$ cat src/aop_regs.svh
// register offsets, field positions, reset values and timing counts of the
// result output port block
// assumes a 100 MHz pclk and 32-bit APB data
`ifndef AOP_REGS_SVH
`define AOP_REGS_SVH

// ****************************************************************
// register map
// ****************************************************************
`define AOP_CTRL_OFS        12'h000
`define AOP_STATUS_OFS      12'h004
`define AOP_CTRL_RST        32'h00000001
`define AOP_CTRL_EN_BIT     0

`define AOP_ST_SERIAL_BIT   0
`define AOP_ST_SLAVE_BIT    1
`define AOP_ST_RDDUR_BIT    2
`define AOP_ST_MODE_LSB     3
`define AOP_ST_UNSUP_BIT    5
`define AOP_ST_BUSY_BIT     6
`define AOP_ST_LEVEL_LSB    8
`define AOP_ST_DIV_LSB      14

// ****************************************************************
// data path sizes
// ****************************************************************
`define AOP_WORD_W          16
`define AOP_FIFO_DEPTH      16

// ****************************************************************
// timing
// ****************************************************************
`define AOP_PCLK_NS         10
`define AOP_SCLK_P0_NS      25
`define AOP_SCLK_P1_NS      50
`define AOP_SCLK_P2_NS      100
`define AOP_SCLK_P3_NS      200
// least periods, so cycle counts round up
`define AOP_NS2CYC(ns)      (((ns) + `AOP_PCLK_NS - 1) / `AOP_PCLK_NS)

`endif

$ cat src/aop_pkg.sv
// types shared by the result output port block
// assumes aop_regs.svh is on the include path
package aop_pkg;

	// ****************************************************************
	// types
	// ****************************************************************
	typedef enum logic [1:0] {AOP_WARP, AOP_NORMAL, AOP_IMPULSE} aop_speed_e;

	typedef enum logic [1:0] {AOP_SER_IDLE, AOP_SER_MSHIFT, AOP_SER_SLAVE} aop_ser_e;

	// pin straps, all asynchronous to pclk
	typedef struct packed {
		logic byte_order;
		logic code_format;
		logic fast_mode;
		logic low_power_mode;
		logic serial_sel;
	} aop_strap_s;

	typedef struct packed {
		logic [10:0] sy1;
		logic [10:0] sy2;
		logic        sclk_prev;
		logic        cs_prev;
		logic        busy_prev;
		aop_ser_e    st;
		logic [15:0] sh;
		logic [3:0]  bits;
		logic [4:0]  ph;
		logic [4:0]  per;
		logic        sclk;
		logic [15:0] dout;
		logic [15:0] doe;
		logic        sclk_oe;
		aop_speed_e  mode;
		logic        en;
		logic        pready;
		logic [31:0] prdata;
		logic        pslverr;
	} aop_state_s;

endpackage : aop_pkg

$ cat src/aop_fifo.sv
// result buffer: parameterised FIFO with valid and ready on both sides
// assumes DEPTH is a power of two
module aop_fifo #(
	parameter int WIDTH = 16,
	parameter int DEPTH = 16
) (
	input  wire logic                     pclk,
	input  wire logic                     presetn,
	input  wire logic                     in_valid,
	input  wire logic [WIDTH-1:0]         in_data,
	output logic                          in_ready,
	output logic                          out_valid,
	output logic [WIDTH-1:0]              out_data,
	input  wire logic                     out_ready,
	output logic [$clog2(DEPTH):0]        level
);
	localparam int AW = $clog2(DEPTH);

	typedef struct packed {
		logic [AW-1:0] wp;
		logic [AW-1:0] rp;
		logic [AW:0]   cnt;
	} aop_fifo_s;

	aop_fifo_s        q;
	aop_fifo_s        d;
	logic [WIDTH-1:0] mem [DEPTH];
	logic             push;
	logic             pop;

	// ****************************************************************
	// pointers
	// ****************************************************************
	assign in_ready  = (q.cnt != (AW+1)'(DEPTH));
	assign out_valid = (q.cnt != '0);
	assign out_data  = mem[q.rp];
	assign level     = q.cnt;
	assign push      = in_valid & in_ready;
	assign pop       = out_valid & out_ready;

	always_comb begin
		d = q;
		if (push) begin
			d.wp = q.wp + 1'b1;
		end
		if (pop) begin
			d.rp = q.rp + 1'b1;
		end
		d.cnt = q.cnt + (AW+1)'(push) - (AW+1)'(pop);
	end

	always_ff @(posedge pclk or negedge presetn) begin
		if (!presetn) begin
			q <= '0;
		end else begin
			q <= d;
		end
	end

	// storage has no reset: out_data may show an unwritten word, but only while out_valid is low
	always_ff @(posedge pclk) begin
		if (push) begin
			mem[q.wp] <= in_data;
		end
	end

endmodule : aop_fifo

$ cat src/aop_port.sv
// output port of the converter: parallel bus or serial port chosen by straps,
// with an APB slave for enable and status
// assumes results arrive as straight binary words on pclk from the converter core
//
// Added by the designer: the APB slave port and the address map.
`include "aop_regs.svh"

// Behaviour
// RULE1: byte order low: low byte on d[7:0], high byte on d[15:8].
// RULE2: byte order high: bytes swapped on the parallel bus.
// RULE3: code format high gives straight binary; low inverts the msb.
// RULE4: fast high, low power low selects maximum throughput; host keeps minimum rate.
// RULE5: fast low keeps full accuracy with no minimum conversion rate.
// RULE6: low power high, fast low selects reduced power mode.
// RULE7: serial select low uses parallel port; high enables serial port pins.
// RULE8: bits 0 and 1 driven in parallel mode, released in serial mode.
// RULE9: dual-purpose pins carry result bits 2, 3, 4 in parallel mode.
// RULE10: master read-after-convert lets host slow the clock by divider pins.
// RULE11: other serial modes release the divider pins and ignore them.
// RULE12: clock source low: device drives its own serial clock.
// RULE13: clock source high: host clock shifts data only while chip select low.
// RULE14: divider codes 00..11 give 25, 50, 100, 200 ns least periods.
// RULE15: read mode high shifts previous result during conversion, else after.
// RULE16: serial result leaves msb first with the selected coding.
// RULE17: both mode straps low is normal mode; both high unsupported.
// RULE18: host keeps straps stable except while the converter is idle.
module aop_port
	import aop_pkg::*;
(
	input  wire logic        pclk,
	input  wire logic        presetn,
	input  wire logic        psel,
	input  wire logic        penable,
	input  wire logic        pwrite,
	input  wire logic [11:0] paddr,
	input  wire logic [31:0] pwdata,
	output logic             pready,
	output logic [31:0]      prdata,
	output logic             pslverr,
	input  wire logic        res_valid,
	input  wire logic [15:0] res_data,
	output logic             res_ready,
	input  wire logic        conv_busy,
	input  wire aop_strap_s  strap,
	input  wire logic [15:0] d_i,
	output logic [15:0]      d_o,
	output logic [15:0]      d_oe,
	input  wire logic        sclk_i,
	output logic             sclk_o,
	output logic             sclk_oe,
	input  wire logic        cs_n_i,
	output aop_speed_e       conv_mode
);

	// ****************************************************************
	// functions
	// ****************************************************************
	function automatic logic [15:0] fmt_word(input logic [15:0] w, input logic straight);
		fmt_word = {w[15] ^ ~straight, w[14:0]};
	endfunction : fmt_word

	function automatic logic [4:0] per_of(input logic [1:0] code);
		case (code)
			2'b00:   per_of = 5'(`AOP_NS2CYC(`AOP_SCLK_P0_NS));
			2'b01:   per_of = 5'(`AOP_NS2CYC(`AOP_SCLK_P1_NS));
			2'b10:   per_of = 5'(`AOP_NS2CYC(`AOP_SCLK_P2_NS));
			default: per_of = 5'(`AOP_NS2CYC(`AOP_SCLK_P3_NS));
		endcase
	endfunction : per_of

	// ****************************************************************
	// state and buffer
	// ****************************************************************
	aop_state_s  q;
	aop_state_s  d;
	logic        f_valid;
	logic [15:0] f_data;
	logic        f_pop;
	logic [4:0]  f_level;
	logic        s_bo;
	logic        s_cf;
	logic        s_fast;
	logic        s_lp;
	logic        s_ser;
	logic [1:0]  s_div;
	logic        s_src;
	logic        s_rd;
	logic        s_sclk;
	logic        s_cs_n;
	logic        rac;
	logic [15:0] f_fmt;
	logic        apb_acc;

	aop_fifo #(
		.WIDTH (`AOP_WORD_W),
		.DEPTH (`AOP_FIFO_DEPTH)
	) u_fifo (
		.pclk      (pclk),
		.presetn   (presetn),
		.in_valid  (res_valid),
		.in_data   (res_data),
		.in_ready  (res_ready),
		.out_valid (f_valid),
		.out_data  (f_data),
		.out_ready (f_pop),
		.level     (f_level)
	);

	// only the second synchroniser stage is read
	assign s_bo    = q.sy2[0];
	assign s_cf    = q.sy2[1];
	assign s_fast  = q.sy2[2];
	assign s_lp    = q.sy2[3];
	assign s_ser   = q.sy2[4];
	assign s_div   = q.sy2[6:5];
	assign s_src   = q.sy2[7];
	assign s_rd    = q.sy2[8];
	assign s_sclk  = q.sy2[9];
	assign s_cs_n  = q.sy2[10];
	assign rac     = s_ser & ~s_src & ~s_rd;
	assign f_fmt   = fmt_word(f_data, s_cf); // see RULE3 see RULE16
	assign apb_acc = psel & penable;

	assign pready    = q.pready;
	assign prdata    = q.prdata;
	assign pslverr   = q.pslverr;
	assign d_o       = q.dout;
	assign d_oe      = q.doe;
	assign sclk_o    = q.sclk;
	assign sclk_oe   = q.sclk_oe;
	assign conv_mode = q.mode;

	// ****************************************************************
	// next state
	// ****************************************************************
	always_comb begin
		d           = q;
		f_pop       = 1'b0;
		d.sy1       = {cs_n_i, sclk_i, d_i[7], d_i[4], d_i[3], d_i[2],
		               strap.serial_sel, strap.low_power_mode, strap.fast_mode,
		               strap.code_format, strap.byte_order};
		d.sy2       = q.sy1;
		d.sclk_prev = s_sclk;
		d.cs_prev   = s_cs_n;
		d.busy_prev = conv_busy;

		// speed mode to the converter core; both high falls back to normal
		if (s_fast && !s_lp) begin
			d.mode = AOP_WARP; // see RULE4
		end else if (s_lp && !s_fast) begin
			d.mode = AOP_IMPULSE; // see RULE6
		end else begin
			d.mode = AOP_NORMAL; // see RULE5 see RULE17
		end

		// apb: one wait state, write lands on the edge that samples pready
		d.pready  = apb_acc & ~q.pready;
		d.pslverr = 1'b0;
		if (apb_acc && !q.pready) begin
			d.prdata = 32'h00000000;
			case (paddr)
				`AOP_CTRL_OFS: begin
					d.prdata[`AOP_CTRL_EN_BIT] = q.en;
				end
				`AOP_STATUS_OFS: begin
					d.prdata[`AOP_ST_SERIAL_BIT]           = s_ser;
					d.prdata[`AOP_ST_SLAVE_BIT]            = s_src;
					d.prdata[`AOP_ST_RDDUR_BIT]            = s_rd;
					d.prdata[`AOP_ST_MODE_LSB +: 2]        = q.mode;
					d.prdata[`AOP_ST_UNSUP_BIT]            = s_fast & s_lp;
					d.prdata[`AOP_ST_BUSY_BIT]             = (q.st != AOP_SER_IDLE);
					d.prdata[`AOP_ST_LEVEL_LSB +: 5]       = f_level;
					d.prdata[`AOP_ST_DIV_LSB +: 2]         = rac ? s_div : 2'b00;
				end
				default: begin
					d.pslverr = 1'b1;
				end
			endcase
		end
		if (apb_acc && q.pready && pwrite && paddr == `AOP_CTRL_OFS) begin
			d.en = pwdata[`AOP_CTRL_EN_BIT];
		end

		// serial engine
		case (q.st)
			AOP_SER_IDLE: begin
				d.sclk = 1'b0;
				if (q.en && s_ser && !s_src && f_valid &&
				    (s_rd ? (conv_busy && !q.busy_prev) : !conv_busy)) begin // see RULE15
					f_pop  = 1'b1;
					d.sh   = f_fmt; // see RULE16
					d.bits = 4'h0;
					d.ph   = 5'h00;
					d.per  = per_of(rac ? s_div : 2'b00); // see RULE10 see RULE11 see RULE14
					d.st   = AOP_SER_MSHIFT;
				end else if (q.en && s_ser && s_src && !s_cs_n && q.cs_prev) begin
					f_pop = f_valid;
					d.sh  = f_valid ? f_fmt : 16'h0000;
					d.st  = AOP_SER_SLAVE;
				end
			end
			AOP_SER_MSHIFT: begin
				d.ph = (q.ph == q.per - 5'h01) ? 5'h00 : q.ph + 5'h01;
				if (q.ph == 5'h00) begin
					d.sclk = 1'b1; // see RULE12
				end else if (q.ph == q.per - (q.per >> 1)) begin
					d.sclk = 1'b0;
					d.sh   = {q.sh[14:0], 1'b0};
					d.bits = q.bits + 4'h1;
					if (q.bits == 4'hF) begin
						d.st = AOP_SER_IDLE;
					end
				end
			end
			AOP_SER_SLAVE: begin
				// host clock is sampled on pclk, so it must stay well below pclk/4
				if (s_cs_n) begin
					d.st = AOP_SER_IDLE;
				end else if (s_sclk && !q.sclk_prev) begin
					d.sh = {q.sh[14:0], s_rd}; // see RULE13
				end
			end
			default: begin
				d.st = AOP_SER_IDLE;
			end
		endcase

		// pins
		if (!s_ser) begin
			d.st      = AOP_SER_IDLE;
			d.sclk    = 1'b0;
			d.sclk_oe = 1'b0;
			d.doe     = q.en ? 16'hFFFF : 16'h0000; // see RULE7 see RULE8 see RULE9
			if (q.en && f_valid) begin
				f_pop  = 1'b1;
				d.dout = s_bo ? {f_fmt[7:0], f_fmt[15:8]} : f_fmt; // see RULE1 see RULE2
			end
		end else begin
			// serial: only the data output pin drives; divider pins stay released
			d.doe     = 16'h0000; // see RULE8 see RULE11
			d.doe[8]  = q.en & (~s_src | ~s_cs_n); // see RULE13
			d.dout    = 16'h0000;
			d.dout[8] = d.sh[15];
			d.sclk_oe = q.en & ~s_src; // see RULE12
		end
	end

	always_ff @(posedge pclk or negedge presetn) begin
		if (!presetn) begin
			q       <= '0;
			q.en    <= 1'b1;
			q.mode  <= AOP_NORMAL;
			q.sy1   <= 11'h400;
			q.sy2   <= 11'h400;
			q.cs_prev <= 1'b1;
		end else begin
			q <= d;
		end
	end

	// ****************************************************************
	// checks
	// ****************************************************************
	logic [4:0] gap_q;
	always_ff @(posedge pclk or negedge presetn) begin
		if (!presetn) begin
			gap_q <= 5'h00;
		end else if (d.sclk && !q.sclk) begin
			gap_q <= 5'h01;
		end else begin
			gap_q <= gap_q + 5'h01;
		end
	end
endmodule : aop_port

$ cat config.mk
export PLATFORM = sky130hd
export DESIGN_NAME = aop_port
export DESIGN_NICKNAME = d
export VERILOG_FILES = /design/src/aop_pkg.sv /design/src/aop_fifo.sv /design/src/aop_port.sv
export VERILOG_INCLUDE_DIRS = /design/src
export SDC_FILE = /design/constraint.sdc
export NUM_CORES = 1
export LEC_CHECK = 0
export BUFFER_PORTS_ARGS = -buffer_cell sky130_fd_sc_hd__buf_2
export CAP_MARGIN = 20
export CORE_MARGIN = 10
export CORE_UTILIZATION = 59
export DETAILED_ROUTE_END_ITERATION = 8
export GPL_TIMING_DRIVEN = 0
export PLACE_DENSITY = 0.8
export SYNTH_ARGS = -nofsm -noshare
export SYNTH_HDL_FRONTEND = slang
export SYNTH_HIERARCHICAL = 1
export SYNTH_SLANG_ARGS = --single-unit
$ cat constraint.sdc
create_clock -name pclk -period 4.9 [get_ports pclk]
set_input_delay 0.245 -clock pclk [delete_from_list [all_inputs] [get_ports pclk]]
set_output_delay 0.245 -clock pclk [all_outputs]
set_load 0.02 [all_outputs]
==> key figures, run 1 <==
Synth
  • Syn_area_per_cell: 15.6 µm²
  • Commonest register cell after synthesis: edfxtp_1
  • Synth Area in Adders: 0.0220
  • Post-synthesis mux area share: 0.101
  • Cells after Synth: 990
  • Fraction of registers with async set/reset: 0.299
  • Cell area after synthesis: 0.0155 mm²
  • Synth Area in Simple Gates: 0.0536
  • Synth unique cells: 73
  • Yosys reg bits: 365
  • Post-synthesis compound-gate area fraction: 0.0745
  • Sequential-to-total area share from yosys stat: 0.674
  • Synth area leader: edfxtp_1
  • Largest family of logic cells by synthesized area: multiplexers
  • Post-synth EDFFs: 256
  • Post-Synth XOR/XNOR Area: 0.0156
  • Area contributors post-synth: edfxtp_1 50%, dfrtp_1 17%, mux2i_1 5.3%
  • Share of the synthesized area in the top cell type: 0.497
  • Ys Warns: 6

Pwr
  • VDD IR-drop max: 0.000340 V
  • Leakage: 6.99 nW
  • Pwr dens: 399 mW/mm²

CTS
  • Cts bufs inserted: 37
  • Sink Count: 365
  • Clock Tree Root: clkbuf_16
  • H-tree level count: 2
  • Clock Latency Late Sink: 0.52 ns
  • Worst-path clk slew: 0.06 ns
  • TritonCTS clock tree: done
  • CTS Buffer Depth: 3
  • Post-CTS setup buffers: 0

GRT
  • Largest net degree at the start of global routing: 75
  • First-pass GRT wire length: 53.4 mm
  • Vias in the first global route: 9374
  • Final global-route overflow total: 0
  • All-Layer GR Usage: 0.203
  • Initial antenna violation count: 1

Timing
  • Worst slew pin tran: 1.00 ns
  • RSZ-0062 raised after global routing: false
  • Setup Skew: 0.0228 ns
  • Slew Viols, Final: 0
  • Final min period: 3.88 ns
  • Max-slew headroom: 0.331
  • Part of the cycle the worst path needs: 0.792
  • Max Fclk: 258 MHz
  • Final setup TNS: 0 ns
  • Worst hold slack: 0.0811 ns
  • Final setup violation count: 0
  • Fin. Hold Viols: 0

Finish
  • Nets: 1288
  • Diode count: 0
  • Share of layout cells above drive strength 1: 0.282
  • Filler Cell Count: 1671
  • Multi-input logic area: 0.00423 mm²
  • FF+latch area: 0.0104 mm²
  • Syn-to-layout area delta: 16.1%

Routing
  • Vias post-DR: 9073
  • Antenna-violating nets left: 0
  • Post-route DRC: 0
  • WL met3: 3.17 mm
  • Top Metal Used: met5
  • Initial DRC count: 915
  • Vias per std cell: 5.91
  • Avg WL per Cell: 22.0 µm
  • Total wire length: 33.8 mm
  • Met1 Routed Length: 13.7 mm
  • 1st-pass router iterations: 6
  • WL met2: 15.9 mm

Floorplan
  • Starting Density: 0.597
  • Die width: 182 µm
  • Core ar.: 0.0259 mm²
  • Die Y: 182 µm
  • FP Rows: 59
  • Area of the die: 0.0331 mm²
  • I/O pin total: 161

Min path
  • Worst Hold Class: in -> reg

Worst setup path
  • CP Class: reg -> reg
  • Setup crit start: u_fifo/level[2]$_DFF_PN0_
  • Crit-path most repeated cell: inv_1
  • CP Capture Point: u_fifo/level[4]$_DFF_PN0_
  • Critical R2R Launch: u_fifo/level[2]$_DFF_PN0_
  • R2R setup slack: 1.02 ns
  • Worst path required time: 5.34 ns
  • Critical path arrival: 4.32 ns
  • Max stage delay on crit path: 0.41 ns
  • Reg2reg end: u_fifo/level[4]$_DFF_PN0_
  • Reg2Reg Depth: 19
  • Endpoint type of the worst setup path: flip-flop
  • Startpoint types: flip-flop
  • Crit-path cells: inv_1 > ha_1 > or4b_4 > nand4b_1 > a2111oi_2 > a31o_2 > clkbuf_1 > nand2b_1 > and2_4 > buf_6 > ha_1 > inv_1 > ha_1 > inv_1 > fa_1 > inv_1 > a21oi_1 > o21bai_1 > xnor2_1
  • Critical-path maximum fanout: 10
  • CP max stage cell: a2111oi_2

Place
  • I/O Buffers: 99
  • Placer Congestion: 0.841
  • Hpwl dp: 22.9 mm

Flow run
  • Max Cap Violations: 0

Run status
  • Outcome: complete, no violations
## metal layers
layer | track usage | vias to the layer above
met2 | 0.321 | 428
met5 | 0 | -
met1 | 0.268 | 4513
li1 | - | 4052
met4 | 0.0713 | 2
met3 | 0.0511 | 78
## flip-flops by register name, indices dropped and copies added, names as in the netlist, 5 cells and up
| name | cells |
|---|---|
| u_fifo/level | 5 |
| d_o | 16 |
| u_fifo/mem | 256 |
| prdata | 14 |
| u_fifo/q | 8 |
| q | 45 |
| d | 13 |
## cell families after synthesis
logic type               Yosys count
buffers and inverters            149
AO/OA/AOI/OAI                    154
multiplexers                     116
AND/OR/NAND/NOR                  154
flip-flops                       365
adder cells (fa/ha/maj)           26
XOR/XNOR                          25
other                              1
## cell type report
cell class                      count  area share
Buffer                            120      0.0449
Inverter                           29     0.00606
Multi-Input combinational cell    493       0.236
Clock inverter                     14     0.00738
Tap cell                          335      0.0233
Clock buffer                       52      0.0588
Timing Repair Buffer              126      0.0437
Sequential cell                   365       0.580
## synthesized netlist by cell type, types with 3 or more instances
cell / instances
o21ai_0: 42
o21ai_1: 3
dfrtp_1: 104
dfstp_2: 5
ha_1: 24
a221o_1: 12
edfxtp_1: 256
a21oi_1: 8
xnor2_1: 15
xor2_1: 8
a22oi_1: 17
mux2i_1: 82
a221oi_1: 32
nand3_1: 11
and2_1: 25
nand2_1: 57
a31oi_1: 5
nor3b_1: 4
nor2b_1: 3
a22o_1: 12
buf_2: 19
clkbuf_1: 19
mux4_2: 32
and3_1: 4
nor4_1: 7
inv_1: 28
buf_4: 74
nor2_1: 12
a221o_2: 4
nor3_1: 9
buf_6: 7
## worst min-delay path by stage
| stage | depth (start not counted) | slack (ns) | endpoint | from |
|---|---|---|---|---|
| after floorplan | 0 | -0.05 | conv_mode[1]$_DFF_PN0_ | presetn |
| after global placement | 0 | 0.33 | d[105]$_DFF_PN0_ | d[115]$_DFF_PN0_ |
| after detailed placement | 1 | 0.25 | q[74]$_DFFE_PN0P_ | presetn |
| after CTS | 3 | 0.07 | pslverr$_DFF_PN0_ | paddr[11] |
| after global routing | 3 | 0.07 | pslverr$_DFF_PN0_ | paddr[8] |
| final | 3 | 0.08 | pslverr$_DFF_PN0_ | paddr[8] |
## stage by stage
| step | setup slack, ns | util | std cells | instance area [µm²] | total power [W] |
|---|---|---|---|---|---|
| 2_1_floorplan | 1.49 | - | 1007 | 15500 | 0.00417 |
| 3_3_place_gp | 0.425 | 0.635 | 1441 | 16400 | 0.00438 |
| 3_5_place_dp | 1.04 | 0.642 | 1454 | 16600 | 0.00446 |
| 4_1_cts | 1.01 | 0.693 | 1534 | 18000 | 0.00721 |
| 5_1_grt | 0.735 | 0.693 | 1534 | 18000 | 0.00741 |
| 6_report | 1.02 | 0.693 | 1534 | 18000 | 0.00716 |
## critical path, delay by kind of cell (launching register included)
family	cells	cell delay, ns
buffers and inverters	6	0.68
XOR/XNOR	1	0.13
AND/OR/NAND/NOR	4	0.74
flip-flops	1	0.38
adder cells (fa/ha/maj)	4	0.97
AO/OA/AOI/OAI	4	0.89
## report_power, final
| part | switching, W | leakage (nW) | internal (W) |
|---|---|---|---|
| Combinational | 0.000463 | 2.72 | 0.000281 |
| Sequential | 0.0000908 | 3.70 | 0.00359 |
| Clock | 0.00112 | 0.571 | 0.00162 |
## placed cells by master, fill, tap and decap left out, types with 4 or more instances in the layout
cell type,n
a21oi_1,8
a221o_1,12
a221o_2,4
a221oi_1,32
a22o_1,12
a22oi_1,17
a31oi_1,5
and2_1,25
and3_1,4
buf_2,117
buf_4,83
buf_6,7
buf_8,4
clkbuf_1,30
clkbuf_16,40
clkinv_2,5
conb_1,18
dfrtp_1,104
dfstp_2,5
dlygate4sd3_1,14
edfxtp_1,256
ha_1,24
inv_1,28
mux2i_1,82
mux4_2,32
nand2_1,57
nand3_1,11
nor2_1,8
nor2_2,4
nor3_1,9
nor3b_1,4
nor4_2,4
o21ai_0,42
xnor2_1,15
xor2_1,8
## repair_timing
| item | 4_1_cts | 5_1_grt |
|---|---|---|
| hold buffers | 14 | 0 |
| endpoints found under the hold margin | 48 | 0 |
| resized for setup | 0 | 0 |
| setup endpoints to repair | 0 | 0 |
Note: power is estimated with default switching activity, not from simulation.
==> run 2: changes to the inputs <==
Settings changed: ABC_AREA from default to 1.
Clock period 4.9 ns to 3.7 ns, I/O delays scaled along.
==> key figures, run 2 <==
Run status
  • Outcome: complete, no violations

Floorplan
  • Area of the die: 0.0351 mm² (+6.2%)
  • Core ar.: 0.0277 mm² (+6.9%)
  • Starting Density: 0.597 (about the same)
  • FP Rows: 61 (+3.4%)
  • Die width: 187 µm (+3.1%)
  • I/O pin total: 161 (unchanged)
  • Die Y: 187 µm (+3.1%)

Worst setup path
  • Startpoint types: flip-flop
  • Critical-path maximum fanout: 15 (+5)
  • Setup crit start: u_fifo/level[3]$_DFF_PN0_
  • Endpoint type of the worst setup path: flip-flop
  • Worst path required time: 4.13 ns (-1.21 ns)
  • CP Class: reg -> reg
  • Critical R2R Launch: u_fifo/level[3]$_DFF_PN0_
  • Critical path arrival: 3.80 ns (-0.52 ns)

Place
  • Placed instance count: 2157 (+48%)
  • Placer Congestion: 0.894 (+6.2%)
  • I/O Buffers: 99 (unchanged)
  • Hpwl dp: 27.4 mm (+19%)

Timing
  • Worst hold slack: 0.0438 ns (-0.0373 ns)
  • RSZ-0062 raised after global routing: false
  • Slew Viols, Final: 0 (unchanged)
  • Final setup violation count: 0 (unchanged)
  • Final min period: 3.37 ns (-0.511 ns)
  • Part of the cycle the worst path needs: 0.910 (+0.119)
  • Max-slew headroom: 0.306 (-0.0250)
  • Worst slew pin tran: 1.04 ns (+0.0364 ns)
  • Setup Skew: 0.0187 ns (-0.00412 ns)
  • Max Fclk: 297 MHz (+15%)
  • Fin. Hold Viols: 0 (unchanged)

Synth
  • Most frequent cell after synthesis: nand2_1
  • Cell area after synthesis: 0.0165 mm² (+7.0%)
  • Syn_area_per_cell: 10.0 µm² (-36%)
  • Synth area leader: edfxtp_1
  • Share of the synthesized area in the top cell type: 0.465 (-0.0324)
  • Fraction of registers with async set/reset: 0.299 (unchanged)
  • Cells after Synth: 1650 (+67%)
  • Synth unique cells: 41 (-44%)
  • Yosys reg bits: 365 (unchanged)
  • Post-synth EDFFs: 256 (unchanged)
  • Commonest register cell after synthesis: edfxtp_1
  • Sequential-to-total area share from yosys stat: 0.630 (-0.0439)
  • Synth cell count leaders: 534 x nand2_1, 256 x edfxtp_1, 161 x inv_1, 136 x nand3_1, 131 x nor2_1
  • Ys Warns: 6 (unchanged)
  • Area contributors post-synth: edfxtp_1 46%, dfrtp_1 16%, nand2_1 12%

Finish
  • Commonest non-fill, non-tap cells in the layout: 533 x nand2_1, 256 x edfxtp_1, 160 x inv_1
  • Share of layout cells above drive strength 1: 0.174 (-0.108)
  • FF+latch area: 0.0104 mm² (unchanged)
  • Nets: 1952 (+52%)
  • Max reg flops: 256 (unchanged)
  • Most common cell after layout, fill and taps aside: nand2_1
  • Filler Cell Count: 1947 (+17%)
  • Syn-to-layout area delta: 15.6%
  • Final cell count without fillers: 2244 (+46%)
  • Multi-input logic area: 0.00462 mm² (+9.1%)
  • Largest Register: u_fifo/mem

Flow run
  • Max Cap Violations: 0 (unchanged)

CTS
  • CTS Buffer Depth: 3 (unchanged)
  • Clock Tree Root: clkbuf_16
  • Cts bufs inserted: 38 (+2.7%)
  • Worst-path clk slew: 0.06 ns (about the same)
  • TritonCTS clock tree: done
  • H-tree level count: 2 (unchanged)
  • Sink Count: 365 (unchanged)
  • Clock Latency Late Sink: 0.53 ns (about the same)

Pwr
  • Overall Power: 0.0140 W (+96%)
  • VDD IR-drop max: 0.000439 V (+29%)
  • Leakage: 8.63 nW (+24%)
  • Pwr dens: 734 mW/mm² (+84%)

Routing
  • Post-route DRC: 0 (unchanged)
  • 1st-pass router iterations: 6 (unchanged)
  • Vias per std cell: 5.38 (-9.0%)
  • Antenna-violating nets left: 0 (unchanged)
  • Vias post-DR: 12100 (+33%)
  • Initial DRC count: 1343 (+47%)
  • Total wire length: 40.6 mm (+20%)
  • Avg WL per Cell: 18.1 µm (-18%)

Min path
  • Worst Hold Class: in -> reg
  • HP Start: pwrite

GRT
  • Largest net degree at the start of global routing: 61 (-19%)
  • First-pass GRT wire length: 63.2 mm (+19%)
  • Final global-route overflow total: 0 (unchanged)
  • All-Layer GR Usage: 0.227 (+0.0240)
  • Vias in the first global route: 11900 (+27%)
  • Initial antenna violation count: 1 (unchanged)
-- run 2: cell count changes in the layout (fill, tap and decap cells not counted), moves of 14 or more --
| cell | delta |
|---|---|
| buf_6 | +15 |
| mux2i_1 | -78 |
| mux4_2 | -32 |
| inv_1 | +132 |
| nand2_1 | +476 |
| and2_1 | -23 |
| o21ai_0 | +14 |
| a221oi_1 | -32 |
| nand3_1 | +125 |
| nor2_1 | +119 |
-- run 2: where the power goes --
group	total, W	switching [W]	internal [W]
sequential	0.00522	0.000270	0.00495
combinational	0.00512	0.00347	0.00165
clock	0.00370	0.00154	0.00217
-- run 2: critical path: stages (launching register included) --
cell and delay (ns):
dfrtp_1 0.40, inv_1 0.09, ha_1 0.17, nand4_1 0.08, buf_4 0.17, nand2_2 0.15, nor2_1 0.09, inv_2 0.19
nand2_1 0.11, nand2_1 0.24, inv_1 0.18, ha_1 0.30, inv_1 0.05, ha_1 0.16, inv_1 0.06, fa_1 0.39
o21ai_0 0.18, nand2_1 0.09, nand3b_1 0.09, nand2_1 0.05
-- run 2: cell type report --
type / instances / area share
clock inverters: 17 / 0.00974
diodes: 1 / 0.000131
clock buffers: 52 / 0.0535
well taps: 378 / 0.0247
inverters: 174 / 0.0343
multi-input cells: 997 / 0.241
plain buffers: 130 / 0.0483
flip-flops and latches: 365 / 0.545
repair buffers: 130 / 0.0433
-- run 2: cell families (layout without fill, tap and decap cells) --
group	after synthesis	after routing	share of synthesized area
buf+inv	305	503	0.0957
xor+xnor	22	22	0.0116
compound gates	90	90	0.0315
fa+ha+maj	26	26	0.0206
simple gates	837	837	0.208
mux	4	4	0.00242
other cells	1	19	0.000227
flops	365	365	0.630
-- run 2: worst paths after layout --
kind | endpoint | slack (ns) | depth (start not counted)
hold reg to reg | q[113]$_DFF_PN0_ | 0.35 | 0
max in group asynchronous | conv_mode[0]$_DFF_PN1_ | 2.70 | 3
hold / removal | q[34]$_DFFE_PN1P_ | 0.04 | 4
setup / recovery | u_fifo/level[4]$_DFF_PN0_ | 0.33 | 19
min in group asynchronous | d[106]$_DFF_PN0_ | 0.24 | 2
setup reg to reg | u_fifo/level[4]$_DFF_PN0_ | 0.33 | 19
-- run 2: per-stage QoR --
stage	utilization	setup slack [ns]	setup TNS (ns)	area, µm²
finish	0.691	0.332	0	19100
global route	0.691	0.0300	0	19100
CTS	0.690	0.0993	0	19100
detailed placement	0.641	-0.263	-0.263	17700
global placement	0.635	-0.166	-0.166	17600
floorplan	-	0.683	0	16600
-- run 2: layer usage --
metal | global-route usage | wire length (µm) | vias up
met4 | 0.110 | 1840 | 0
met5 | 0 | 0 | -
li1 | - | - | 5616
met3 | 0.0390 | 3370 | 128
met1 | 0.274 | 15400 | 5738
met2 | 0.387 | 20000 | 599
-- run 2: repair_timing --
| action | CTS | global route |
|---|---|---|
| hold buffers | 16 | 0 |
| gates cloned | 0 | 0 |
| buffers inserted | 0 | 2 |
| pin swaps | 0 | 1 |
| setup endpoints to repair | 3 | 1 |
| gates resized for setup | 2 | 0 |
| endpoints found under the hold margin | 62 | 0 |
==> run 3: changes to the inputs <==
Settings changed: ABC_AREA 1 to default, CTS_BUF_LIST from default to sky130_fd_sc_hd__clkbuf_8 sky130_fd_sc_hd__clkbuf_16.
==> key figures, run 3 (synthesis results as in run 1) <==
CTS
  • Clock Tree Root: clkbuf_16
  • Worst-path clk slew: 0.06 ns (about the same)
  • CTS Buffer Depth: 3 (unchanged)
  • Clock Latency Late Sink: 0.52 ns (about the same)
  • TritonCTS clock tree: done
  • Cts bufs inserted: 37 (-2.6%)
  • H-tree level count: 2 (unchanged)
  • Sink Count: 365 (unchanged)

Floorplan
  • Die Y: 182 µm (-3.0%)
  • Starting Density: 0.597 (about the same)
  • FP Rows: 59 (-3.3%)
  • Area of the die: 0.0331 mm² (-5.8%)
  • Core ar.: 0.0259 mm² (-6.5%)
  • Die width: 182 µm (-3.0%)
  • I/O pin total: 161 (unchanged)

Worst setup path
  • Critical R2R Launch: u_fifo/level[2]$_DFF_PN0_
  • Startpoint types: flip-flop
  • Worst path required time: 4.14 ns (about the same)
  • CP Class: reg -> reg
  • Critical path arrival: 3.97 ns (+0.17 ns)
  • Setup crit start: u_fifo/level[2]$_DFF_PN0_
  • Critical-path maximum fanout: 5 (-10)
  • Endpoint type of the worst setup path: flip-flop

Timing
  • Final setup TNS: 0 ns (unchanged)
  • Setup Skew: 0.0225 ns (+0.00384 ns)
  • Final setup violation count: 0 (unchanged)
  • Slew Viols, Final: 0 (unchanged)
  • Part of the cycle the worst path needs: 0.956 (+0.0454)
  • Max Fclk: 283 MHz (-4.7%)
  • Worst slew pin tran: 1.00 ns (-0.0386 ns)
  • Fin. Hold Viols: 0 (unchanged)
  • Max-slew headroom: 0.333 (+0.0265)
  • Final min period: 3.54 ns (+0.168 ns)

Routing
  • Initial DRC count: 917 (-32%)
  • 1st-pass router iterations: 5 (-1)
  • Vias post-DR: 9080 (-25%)
  • Vias per std cell: 5.92 (+9.9%)
  • Antenna-violating nets left: 0 (unchanged)
  • Avg WL per Cell: 22.0 µm (+22%)
  • Post-route DRC: 0 (unchanged)
  • Total wire length: 33.8 mm (-17%)

GRT
  • Vias in the first global route: 9371 (-21%)
  • First-pass GRT wire length: 53.3 mm (-16%)
  • Initial antenna violation count: 1 (unchanged)
  • All-Layer GR Usage: 0.203 (-0.0240)
  • Final global-route overflow total: 0 (unchanged)
  • Largest net degree at the start of global routing: 75 (+23%)

Finish
  • Final cell count without fillers: 1535 (-32%)
  • Most common cell after layout, fill and taps aside: edfxtp_1
  • Diode count: 0 (-1)
  • Nets: 1289 (-34%)
  • Multi-input logic area: 0.00423 mm² (-8.4%)
  • FF+latch area: 0.0104 mm² (unchanged)
  • Syn-to-layout area delta: 16.2%
  • Max reg flops: 256 (unchanged)
  • Largest Register: u_fifo/mem
  • Share of layout cells above drive strength 1: 0.283 (+0.110)
  • Filler Cell Count: 1667 (-14%)
  • Commonest non-fill, non-tap cells in the layout: 256 x edfxtp_1, 117 x buf_2, 104 x dfrtp_1

Pwr
  • Leakage: 7.04 nW (-18%)
  • Cell internal pwr: 0.00723 W (-18%)
  • Net Sw Power: 0.00222 W (-58%)
  • Clock power share: 0.380 (+0.116)
  • Logic pwr share: 0.104 (-0.261)
  • Pwr dens: 526 mW/mm² (-28%)
  • VDD IR-drop max: 0.000447 V (+1.9%)
  • Register share of total power: 0.515 (+0.143)
  • Net switching share of the total power: 0.235 (-0.141)

Min path
  • HP Start: paddr[8]
  • Worst Hold Class: in -> reg

Run status
  • Outcome: complete, no violations

Place
  • Placer Congestion: 0.841 (-5.9%)
  • Placed instance count: 1454 (-33%)
  • Hpwl dp: 22.9 mm (-16%)
  • I/O Buffers: 99 (unchanged)

Flow run
  • Max Cap Violations: 0 (unchanged)
run 3: cell types whose count changed in the layout (fill, tap and decap cells not counted), sizes merged, moves of 7 or more:
cell,delta
nand3,-126
o21ai,-11
buf,-17
inv,-132
mux4,+32
a221oi,+32
nand2,-486
nor2,-124
a221o,+16
a22o,+12
and2,+24
nand4,-7
mux2i,+78
run 3: repair_timing:
item,4_1_cts,5_1_grt
resized for setup,0,0
endpoints found under the setup margin,1,1
endpoints found under the hold margin,48,0
hold buffers,14,0
setup buffers,0,2
run 3: final timing paths:
path / to / slack [ns] / cells after the start
worst max-delay path: u_fifo/level[4]$_DFF_PN0_ / 0.16 / 18
worst min-delay path: pslverr$_DFF_PN0_ / 0.02 / 3
worst max register to register: u_fifo/level[4]$_DFF_PN0_ / 0.16 / 18
worst min register to register: q[114]$_DFF_PN0_ / 0.34 / 0
max in group asynchronous: conv_mode[0]$_DFF_PN1_ / 2.74 / 3
min in group asynchronous: q[75]$_DFFE_PN0P_ / 0.17 / 2
run 3: metrics by stage:
step / area [µm²] / hold slack [ns] / setup slack (ns) / util / total power, W
2_1_floorplan: 15500 / -0.111 / 0.290 / - / 0.00552
3_3_place_gp: 16400 / 0.295 / -0.775 / 0.635 / 0.00580
3_5_place_dp: 16600 / 0.186 / -0.165 / 0.642 / 0.00591
4_1_cts: 18000 / 0.00588 / 0.0475 / 0.693 / 0.00952
5_1_grt: 18000 / 0.00642 / -0.0127 / 0.694 / 0.00978
6_report: 18000 / 0.0195 / 0.164 / 0.694 / 0.00945
run 3: routing by layer:
layer / GRT usage / vias to the layer above / routed length [µm]
met2: 0.321 / 461 / 15800
met4: 0.0719 / 2 / 992
met5: 0 / - / 17
li1: - / 4045 / -
met1: 0.268 / 4492 / 13700
met3: 0.0511 / 80 / 3220
run 3: area by class of cell:
class,count,share of cell area
repair buffers,128,0.0445
clock buffers,41,0.0565
well taps,335,0.0233
plain buffers,119,0.0446
multi-input cells,493,0.236
clock inverters,25,0.00968
flip-flops and latches,365,0.580
inverters,29,0.00606
run 3: worst max-delay path, stage by stage (launching register included):
cell and delay (ns):
dfrtp_1 0.40, inv_1 0.09, ha_1 0.16, or4b_4 0.53, nand4b_1 0.17, a2111oi_2 0.08
a31o_2 0.26, nand2b_1 0.16, and2_4 0.15, buf_6 0.13, ha_1 0.26, inv_1 0.05
ha_1 0.15, inv_1 0.05, fa_1 0.40, inv_1 0.07, a21oi_1 0.06, o21bai_1 0.15
xnor2_1 0.13
run 3: power groups by stage:
| stage | combinational (W) | sequential [W] | clock, W |
|---|---|---|---|
| floorplan | 0.000611 | 0.00491 | 0 |
| global placement | 0.000870 | 0.00493 | 0 |
| detailed placement | 0.000967 | 0.00495 | 0 |
| CTS | 0.000989 | 0.00487 | 0.00366 |
| global route | 0.00108 | 0.00490 | 0.00381 |
| finish | 0.000984 | 0.00487 | 0.00360 |
